### config.mk
export PLATFORM = sky130hd
export DESIGN_NAME = sfdl_top
export DESIGN_NICKNAME = d
export VERILOG_FILES = /design/src/verilog/sfdl_top.v /design/src/verilog/sfdl_sync3.v /design/src/verilog/sfdl_glitch_filter.v
export VERILOG_INCLUDE_DIRS = /design/src /design/src/verilog
export SDC_FILE = /design/constraint.sdc
export NUM_CORES = 2
export LEC_CHECK = 0
export BUFFER_PORTS_ARGS = -buffer_cell sky130_fd_sc_hd__buf_2
export CAP_MARGIN = 40
export CORE_ASPECT_RATIO = 1.5
export CORE_MARGIN = 2
export CORE_UTILIZATION = 50
export DETAILED_ROUTE_END_ITERATION = 6
export GPL_TIMING_DRIVEN = 0
export PLACE_DENSITY = 0.86
export SYNTH_ARGS = -nofsm -noshare
export SYNTH_HDL_FRONTEND = slang
export SYNTH_HIERARCHICAL = 1
export SYNTH_SLANG_ARGS = --single-unit
export TNS_END_PERCENT = 30
### constraint.sdc
create_clock -name clock -period 3.4 [get_ports clock]
set_clock_uncertainty 0.05 [all_clocks]
set_input_delay 1.02 -clock clock [delete_from_list [all_inputs] [get_ports clock]]
set_output_delay 1.02 -clock clock [all_outputs]
set_load 0.02 [all_outputs]
### src/verilog/sfdl_defines.vh
// Constants for the supply fault detector back end.
// Assumes inclusion by bare name from the top and glitch filter design files of the block.
`ifndef SFDL_DEFINES_VH
`define SFDL_DEFINES_VH

// ------------------------------------------------------------------
// Channel layout
// ------------------------------------------------------------------
`define SFDL_NUM_CHAN 10
`define SFDL_NUM_DUAL 5
`define SFDL_FIRST_DUAL 5
`define SFDL_HIGH_VOLT_CHAN 0

// ------------------------------------------------------------------
// Field widths
// ------------------------------------------------------------------
`define SFDL_THR_W 8
`define SFDL_HYST_W 5
`define SFDL_US_W 7
`define SFDL_CNT_W 12

// ------------------------------------------------------------------
// Detection mode: bit 0 enables undervoltage, bit 1 overvoltage
// ------------------------------------------------------------------
`define SFDL_MODE_OFF 2'h0
`define SFDL_MODE_UV 2'h1
`define SFDL_MODE_OV 2'h2
`define SFDL_MODE_WINDOW 2'h3
`define SFDL_MODE_UV_BIT 0
`define SFDL_MODE_OV_BIT 1

// ------------------------------------------------------------------
// Input range codes: 0.573 V/0.802 V, 1.25 V/1.75 V, 2.5 V/3.5 V, 6.0 V/8.4 V
// ------------------------------------------------------------------
`define SFDL_RANGE_LOW 2'h0
`define SFDL_RANGE_MID 2'h1
`define SFDL_RANGE_HIGH 2'h2
`define SFDL_RANGE_TOP 2'h3

// ------------------------------------------------------------------
// Code limits and timing
// ------------------------------------------------------------------
`define SFDL_THR_MAX 9'h0FF
`define SFDL_CLK_PERIOD_NS 25
`define SFDL_NS_PER_US 1000
`define SFDL_FILT_MAX_US 100

`endif

### src/verilog/sfdl_top.v
// Digital back end of a bank of ten supply fault detectors.
// Assumes analog comparators take the trip level and range codes driven
// here and return one below-level and one above-level result per channel.
`timescale 1ns/1ps
`default_nettype none

`include "sfdl_defines.vh"

module sfdl_top (
  // Clock and reset
  input wire clock,
  input wire resetn,
  // Channel configuration (channel i in slice i, in slice i-5 of dual_is_analog)
  input wire [`SFDL_NUM_CHAN-1:0] chan_enable,
  input wire [`SFDL_NUM_DUAL-1:0] dual_is_analog,
  input wire [2*`SFDL_NUM_CHAN-1:0] chan_mode,
  input wire [2*`SFDL_NUM_CHAN-1:0] range_select,
  input wire [`SFDL_THR_W*`SFDL_NUM_CHAN-1:0] uv_threshold,
  input wire [`SFDL_THR_W*`SFDL_NUM_CHAN-1:0] ov_threshold,
  input wire [`SFDL_HYST_W*`SFDL_NUM_CHAN-1:0] hysteresis_code,
  input wire [`SFDL_US_W*`SFDL_NUM_CHAN-1:0] filter_us,
  // Comparator results and logic pins, asynchronous
  input wire [`SFDL_NUM_CHAN-1:0] cmp_below,
  input wire [`SFDL_NUM_CHAN-1:0] cmp_above,
  input wire [`SFDL_NUM_DUAL-1:0] dual_logic_pin,
  // Drive to the analog comparators
  output wire [2*`SFDL_NUM_CHAN-1:0] range_code,
  output wire [`SFDL_THR_W*`SFDL_NUM_CHAN-1:0] uv_level,
  output wire [`SFDL_THR_W*`SFDL_NUM_CHAN-1:0] ov_level,
  output wire [`SFDL_NUM_CHAN-1:0] chan_active,
  // Status
  output wire [`SFDL_NUM_CHAN-1:0] under_volt_flag,
  output wire [`SFDL_NUM_CHAN-1:0] over_volt_flag,
  output wire [`SFDL_NUM_CHAN-1:0] fault_flag,
  output wire [`SFDL_NUM_CHAN-1:0] fault_event,
  output wire [`SFDL_NUM_DUAL-1:0] logic_level,
  output wire any_fault,
  output wire power_good
);

  // ------------------------------------------------------------------
  // Timing constants
  // ------------------------------------------------------------------

  localparam [`SFDL_CNT_W-1:0] CYC_PER_US = `SFDL_NS_PER_US / `SFDL_CLK_PERIOD_NS;
  localparam [`SFDL_US_W-1:0] FILT_MAX_US = `SFDL_FILT_MAX_US;

  // ------------------------------------------------------------------
  // Synchronised inputs
  // ------------------------------------------------------------------

  wire [`SFDL_NUM_CHAN-1:0] below_sync;
  wire [`SFDL_NUM_CHAN-1:0] above_sync;
  wire [`SFDL_NUM_DUAL-1:0] pin_sync;

  // Comparator results below the trip level
  sfdl_sync3 #(
    .WIDTH(`SFDL_NUM_CHAN)
  ) u_sync_below (
    .clock(clock),
    .resetn(resetn),
    .async_in(cmp_below),
    .sync_out(below_sync)
  );

  // Comparator results above the trip level
  sfdl_sync3 #(
    .WIDTH(`SFDL_NUM_CHAN)
  ) u_sync_above (
    .clock(clock),
    .resetn(resetn),
    .async_in(cmp_above),
    .sync_out(above_sync)
  );

  // Logic pins of the dual-purpose channels
  sfdl_sync3 #(
    .WIDTH(`SFDL_NUM_DUAL)
  ) u_sync_pin (
    .clock(clock),
    .resetn(resetn),
    .async_in(dual_logic_pin),
    .sync_out(pin_sync)
  );

  // ------------------------------------------------------------------
  // Per-channel detector
  // ------------------------------------------------------------------

  wire [`SFDL_NUM_CHAN-1:0] analog_use;
  wire [`SFDL_NUM_CHAN-1:0] digital_use;
  wire [`SFDL_NUM_CHAN-1:0] uv_filt;
  wire [`SFDL_NUM_CHAN-1:0] ov_filt;

  genvar i;
  generate
    for (i = 0; i < `SFDL_NUM_CHAN; i = i + 1) begin : g_chan
      wire [1:0] mode;
      wire [1:0] rsel;
      wire [`SFDL_THR_W-1:0] uv_thr;
      wire [`SFDL_THR_W-1:0] ov_thr;
      wire [`SFDL_HYST_W-1:0] hyst;
      wire [`SFDL_US_W-1:0] us;
      reg [`SFDL_US_W-1:0] us_clamped;
      wire [`SFDL_THR_W:0] uv_sum;
      wire [`SFDL_CNT_W-1:0] limit_nxt;
      wire uv_raw;
      wire ov_raw;
      wire uv_in;
      wire fault_nxt;
      reg [1:0] range_r;
      reg [1:0] range_nxt;
      reg [`SFDL_THR_W-1:0] uv_level_r;
      reg [`SFDL_THR_W-1:0] uv_level_nxt;
      reg [`SFDL_THR_W-1:0] ov_level_r;
      reg [`SFDL_THR_W-1:0] ov_level_nxt;
      reg [`SFDL_CNT_W-1:0] limit_r;
      reg fault_r;
      reg event_r;

      // Field slices of this channel
      assign mode = chan_mode[2*i +: 2];
      assign rsel = range_select[2*i +: 2];
      assign uv_thr = uv_threshold[`SFDL_THR_W*i +: `SFDL_THR_W];
      assign ov_thr = ov_threshold[`SFDL_THR_W*i +: `SFDL_THR_W];
      assign hyst = hysteresis_code[`SFDL_HYST_W*i +: `SFDL_HYST_W];
      assign us = filter_us[`SFDL_US_W*i +: `SFDL_US_W];

      // ------------------------------------------------------------------
      // Channel use
      // ------------------------------------------------------------------

      // Fixed channels are always detectors; dual channels pick one use
      if (i < `SFDL_FIRST_DUAL) begin : g_fixed
        assign analog_use[i] = chan_enable[i];
        assign digital_use[i] = 1'b0;
        assign uv_in = uv_raw;
      end else begin : g_dual
        assign analog_use[i] = chan_enable[i] &
                               dual_is_analog[i-`SFDL_FIRST_DUAL];
        assign digital_use[i] = chan_enable[i] &
                                ~dual_is_analog[i-`SFDL_FIRST_DUAL];
        assign uv_in = analog_use[i] ? uv_raw : pin_sync[i-`SFDL_FIRST_DUAL];
        assign logic_level[i-`SFDL_FIRST_DUAL] = digital_use[i] & uv_filt[i];
      end

      // Range allowed for this kind of channel
      always @* begin
        if (i == `SFDL_HIGH_VOLT_CHAN) begin
          range_nxt = (rsel == `SFDL_RANGE_TOP) ? `SFDL_RANGE_TOP
                                                : `SFDL_RANGE_HIGH;
        end else if (i < `SFDL_FIRST_DUAL) begin
          range_nxt = (rsel == `SFDL_RANGE_TOP) ? `SFDL_RANGE_HIGH : rsel;
        end else begin
          range_nxt = `SFDL_RANGE_LOW;
        end
      end

      // ------------------------------------------------------------------
      // Trip levels
      // ------------------------------------------------------------------

      // Trip code plus hysteresis, one bit wider to catch the carry
      assign uv_sum = {1'b0, uv_thr} + {4'h0, hyst};

      // Undervoltage trip rises by the hysteresis while its fault stands
      always @* begin
        uv_level_nxt = uv_thr;
        if (uv_filt[i]) begin
          if (uv_sum > `SFDL_THR_MAX) begin
            uv_level_nxt = uv_thr | 8'hFF;
          end else begin
            uv_level_nxt = uv_sum[`SFDL_THR_W-1:0];
          end
        end
      end

      // Overvoltage trip falls by the hysteresis while its fault stands
      always @* begin
        ov_level_nxt = ov_thr;
        if (ov_filt[i]) begin
          if (ov_thr < {3'h0, hyst}) begin
            ov_level_nxt = 8'h00;
          end else begin
            ov_level_nxt = ov_thr - {3'h0, hyst};
          end
        end
      end

      // ------------------------------------------------------------------
      // Glitch filter timeout
      // ------------------------------------------------------------------

      // Codes above the longest allowed time act as that time
      always @* begin
        if (us > FILT_MAX_US) begin
          us_clamped = FILT_MAX_US;
        end else begin
          us_clamped = us;
        end
      end

      // Timeout in clock cycles; the longest code still fits the counter
      assign limit_nxt = {5'h00, us_clamped} * CYC_PER_US;

      // Mode gates which comparator results can raise a fault
      assign uv_raw = analog_use[i] & mode[`SFDL_MODE_UV_BIT] & below_sync[i];
      assign ov_raw = analog_use[i] & mode[`SFDL_MODE_OV_BIT] & above_sync[i];
      assign fault_nxt = analog_use[i] & (uv_filt[i] | ov_filt[i]);

      // ------------------------------------------------------------------
      // Registered drive
      // ------------------------------------------------------------------

      // Registered drive, timeout and fault edge
      always @(posedge clock) begin
        if (!resetn) begin
          range_r <= `SFDL_RANGE_LOW;
          uv_level_r <= 8'h00;
          ov_level_r <= 8'hFF;
          limit_r <= {`SFDL_CNT_W{1'b0}};
          fault_r <= 1'b0;
          event_r <= 1'b0;
        end else begin
          range_r <= range_nxt;
          uv_level_r <= uv_level_nxt;
          ov_level_r <= ov_level_nxt;
          limit_r <= limit_nxt;
          fault_r <= fault_nxt;
          event_r <= fault_nxt & ~fault_r;
        end
      end

      // ------------------------------------------------------------------
      // Glitch filters
      // ------------------------------------------------------------------

      // Undervoltage path, also the logic-input path of a dual channel
      sfdl_glitch_filter u_filt_uv (
        .clock(clock),
        .resetn(resetn),
        .enable(chan_enable[i]),
        .limit(limit_r),
        .raw_in(uv_in),
        .filt_out(uv_filt[i])
      );

      // Overvoltage path
      sfdl_glitch_filter u_filt_ov (
        .clock(clock),
        .resetn(resetn),
        .enable(analog_use[i]),
        .limit(limit_r),
        .raw_in(ov_raw),
        .filt_out(ov_filt[i])
      );

      // ------------------------------------------------------------------
      // Channel outputs
      // ------------------------------------------------------------------

      // Per-channel outputs; the under- and overvoltage flags are gated so a dropped channel reads clear
      assign range_code[2*i +: 2] = range_r;
      assign uv_level[`SFDL_THR_W*i +: `SFDL_THR_W] = uv_level_r;
      assign ov_level[`SFDL_THR_W*i +: `SFDL_THR_W] = ov_level_r;
      assign under_volt_flag[i] = analog_use[i] & uv_filt[i];
      assign over_volt_flag[i] = analog_use[i] & ov_filt[i];
      assign fault_flag[i] = fault_r;
      assign fault_event[i] = event_r;
    end
  endgenerate

  // ------------------------------------------------------------------
  // Bank summary
  // ------------------------------------------------------------------

  reg any_fault_r;
  reg power_good_r;
  wire any_fault_nxt;
  wire power_good_nxt;

  // Summary terms of the whole bank
  assign any_fault_nxt = |fault_flag;
  assign power_good_nxt = (|analog_use) & ~(|fault_flag);

  // Any raised fault, and good when at least one analog channel is in use and every one is clear
  always @(posedge clock) begin
    if (!resetn) begin
      any_fault_r <= 1'b0;
      power_good_r <= 1'b0;
    end else begin
      any_fault_r <= any_fault_nxt;
      power_good_r <= power_good_nxt;
    end
  end

  assign chan_active = analog_use;
  assign any_fault = any_fault_r;
  assign power_good = power_good_r;

endmodule

`default_nettype wire

### src/verilog/sfdl_sync3.v
// Three-stage synchroniser for asynchronous comparator and pin levels.
// Assumes inputs are quasi-static levels from outside the clock domain.
`timescale 1ns/1ps
`default_nettype none

module sfdl_sync3 #(
  parameter WIDTH = 10
) (
  // Clock and reset
  input wire clock,
  input wire resetn,
  // Levels
  input wire [WIDTH-1:0] async_in,
  output wire [WIDTH-1:0] sync_out
);

  reg [WIDTH-1:0] stage1_r;
  reg [WIDTH-1:0] stage2_r;
  reg [WIDTH-1:0] stage3_r;
  reg [WIDTH-1:0] level_r;

  // A bit moves only once the second and third stages agree
  always @(posedge clock) begin
    if (!resetn) begin
      stage1_r <= {WIDTH{1'b0}};
      stage2_r <= {WIDTH{1'b0}};
      stage3_r <= {WIDTH{1'b0}};
      level_r <= {WIDTH{1'b0}};
    end else begin
      stage1_r <= async_in;
      stage2_r <= stage1_r;
      stage3_r <= stage2_r;
      level_r <= (stage2_r & stage3_r) | (level_r & (stage2_r | stage3_r));
    end
  end

  assign sync_out = level_r;

endmodule

`default_nettype wire

### src/verilog/sfdl_glitch_filter.v
// Glitch filter for one comparator or logic level.
// Assumes the timeout limit is already in clock cycles and is stable.
`timescale 1ns/1ps
`default_nettype none

`include "sfdl_defines.vh"

module sfdl_glitch_filter (
  // Clock and reset
  input wire clock,
  input wire resetn,
  // Control
  input wire enable,
  input wire [`SFDL_CNT_W-1:0] limit,
  // Level in and out
  input wire raw_in,
  output wire filt_out
);

  reg last_r;
  reg [`SFDL_CNT_W-1:0] cnt_r;
  reg out_r;

  // Counter restarts on each change; output takes the level once stable
  always @(posedge clock) begin
    if (!resetn || !enable) begin
      last_r <= 1'b0;
      cnt_r <= {`SFDL_CNT_W{1'b0}};
      out_r <= 1'b0;
    end else if (raw_in != last_r) begin
      last_r <= raw_in;
      cnt_r <= {`SFDL_CNT_W{1'b0}};
    end else begin
      if (cnt_r < limit) begin
        cnt_r <= cnt_r + 1'b1;
      end
      if (cnt_r >= limit) begin
        out_r <= last_r;
      end
    end
  end

  assign filt_out = out_r;

endmodule

`default_nettype wire

==> metrics.txt <==
worst hold stages=1; part of the cycle the worst path needs=1.00; VDD IR max=0.330 mV; failing checks=negative setup slack; DR WL/cell=20.9 um; RR Startpoint=u_sync_below/sync_out[7]$_SDFF_PN0_; IO Pins=599; Post-Place Worst Slack=-0.608 ns; # clock sinks=662; Clk Latency, worst-skew pair=0.64 ns; Ys Warns=6; Pwr Density=405 nW/um^2; total grt overflow=0; CTS max path bufs=3; DRT iter0 DRCs=2962; RR Endpoint=g_chan[7].u_filt_uv/cnt_r[2]$_SDFFE_PP0N_; Yosys reg bits=662; DIE HEIGHT=355 um; top post-synthesis cells by count=dfxtp_1 (662), ha_1 (460), inv_1 (433), a21oi_1 (391), nand2_1 (360); # setup viols final=1; RSZ-0062 raised after global routing=no; R2R depth=8; Min-Delay Startpoint=u_sync_above/stage1_r[0]$_SDFF_PN0_; mapped cell area=41200 um^2; worst hold path class=flip-flop to flip-flop; critical path fanouts, max=55; post-synthesis async set-or-reset flop share=0; Die X-Extent=238 um; Post-Route WL=140000 um; top cell type's share of synthesized area=0.322; CTS Buf Count=70; Cell Count, Final, Fillers Out=6701; Die Area=84700 um^2; TNS Setup=-0.00138 ns; H-tree depth=3; overall power=19.6 mW; Rows=128; WS Path Type=input port to flip-flop; min setup slack post-route=-0.00138 ns; Avg Cell Area, Syn=8.53 um^2; post-DP HPWL=111000 um; Area Growth Syn to Fin=17.5%; Post-layout nets=6421; Pre-antenna DRT Iters=6; crit path time final=3.40 ns; WHS Endpoint=u_sync_above/stage2_r[0]$_SDFF_PN0_; layout cells sized above 1=0.176; Rel. slew slack=0.382; core area=81400 um^2; outcome=finished with violations; sequential element share of the synthesized area=0.322; GRT Total Usage=0.317; number of distinct library cells after synthesis=75; vias per cell=5.96; clock-pin slew on the worst setup and hold paths=0.06 ns; first-pass GRT wire length=209000 um; Hold Violations, Final=0; detailed-route via count=39900; R2R Setup Slk=1.09 ns; Remaining DRCs=0; RePlAce Congestion=0.984; post-synth top area cell=dfxtp_1; Final ANT Viol Nets=0; Hold WS=0.385 ns; number of max-cap violations=0; CP startpoint kind=input port; vias in the first global route=38600; largest net degree at the start of global routing=56; synth top area cells=dfxtp_1 (32%), ha_1 (14%), a21oi_1 (4.8%), inv_1 (3.9%), nand2_1 (3.3%); Max Fclk=0.294 GHz; placed cell count=6537; WP data arrival=3.90 ns; CTS root buf=clkbuf_16; CP Capture Type=flip-flop; ys flop type=dfxtp_1; most frequent cell after synthesis=dfxtp_1; P_leak=21.7 nW; Cells after Synth=4826; CTS tree=yes; Starting Density=0.506; Max Slew Vio Count=0; CP required=3.90 ns; Post-synth EDFFs=0; Tightest Pin Transition=0.917 ns; initial antenna violation count=52; I/O Buffers=578
## worst max-delay path by stage
stage	start	endpoint	slack, ns
2_1_floorplan	filter_us[28]	g_chan[4].limit_r[10]$_SDFF_PN0_	0.12
3_3_place_gp	resetn	g_chan[7].uv_level_r[1]$_SDFF_PN0_	-1.49
3_5_place_dp	resetn	g_chan[2].uv_level_r[1]$_SDFF_PN0_	-0.61
4_1_cts	g_chan[9].u_filt_ov/filt_out$_SDFFE_PP0P_	over_volt_flag[9]	0.04
5_1_grt	resetn	g_chan[2].uv_level_r[1]$_SDFF_PN0_	0.06
6_report	resetn	g_chan[2].uv_level_r[1]$_SDFF_PN0_	-0.001
## where the power goes
part / switching, mW / leakage [nW] / total [mW] / internal (mW)
clock network: 3.42 / 1.15 / 7.92 / 4.50
registers: 0.162 / 5.42 / 8.22 / 8.06
logic: 2.11 / 15.1 / 3.44 / 1.33
## stage by stage
step	utilization	area [um^2]
detailed placement	0.565	46000
global route	0.594	48400
floorplan	-	41400
global placement	0.561	45600
finish	0.595	48400
CTS	0.593	48300
## routing by layer
metal	up-vias	part of all wire	wire, um	global-route usage
met5	-	0.00073	102	0
met4	16	0.085	11900	0.250
met3	472	0.082	11500	0.0722
met2	1756	0.47	65300	0.536
met1	18800	0.36	51000	0.340
li1	18900	-	-	-
## worst max-delay path, cell delays in order
cell	delay, ns
buf_4	0.61
clkbuf_1	0.58
buf_8	0.25
buf_2	0.58
buf_2	0.45
o221a_2	0.28
## cell families after synthesis
group,after synthesis,synth area share
simple gates,1681,0.223
compound gates,1202,0.189
flops,662,0.322
buf+inv,611,0.0707
fa+ha+maj,490,0.154
mux,90,0.0220
xor+xnor,89,0.0189
other cells,1,0.0000911
## flip-flops by register name, indices dropped and copies added, names as in the netlist, 80 cells and up
signal,flops
g_chan.u_filt_ov/cnt_r,120
g_chan.ov_level_r,80
g_chan.uv_level_r,80
g_chan.u_filt_uv/cnt_r,120
g_chan.limit_r,90
## cell usage in the layout (no fill, tap or decap), types with 94 or more instances in the layout
cell / instances
o31ai_1: 141
and2_1: 178
o21ai_0: 231
nand2_1: 360
buf_2: 588
a21oi_1: 391
ha_1: 460
nand2b_1: 94
or4_1: 125
dfxtp_1: 662
inv_1: 433
nor2_1: 211
and3_1: 132
nand3_1: 208
## repair_timing
item / CTS / global route
setup buffers: 0 / 0
gates resized for setup: 0 / 4
hold buffers: 0 / 0
setup endpoints to repair: 0 / 3
## cell type report
| cell class | count | area [um^2] |
|---|---|---|
| fill | 6974 | 33000 |
| clock buffer | 97 | 2070 |
| buffer | 178 | 1290 |
| antenna | 41 | 103 |
| inverter | 433 | 1630 |
| multi-input combinational | 3622 | 25300 |
| timing repair buffer | 602 | 3220 |
| clock inverter | 26 | 259 |
| tap | 1040 | 1300 |
| sequential | 662 | 13300 |
(Power assumes the default switching activity.)
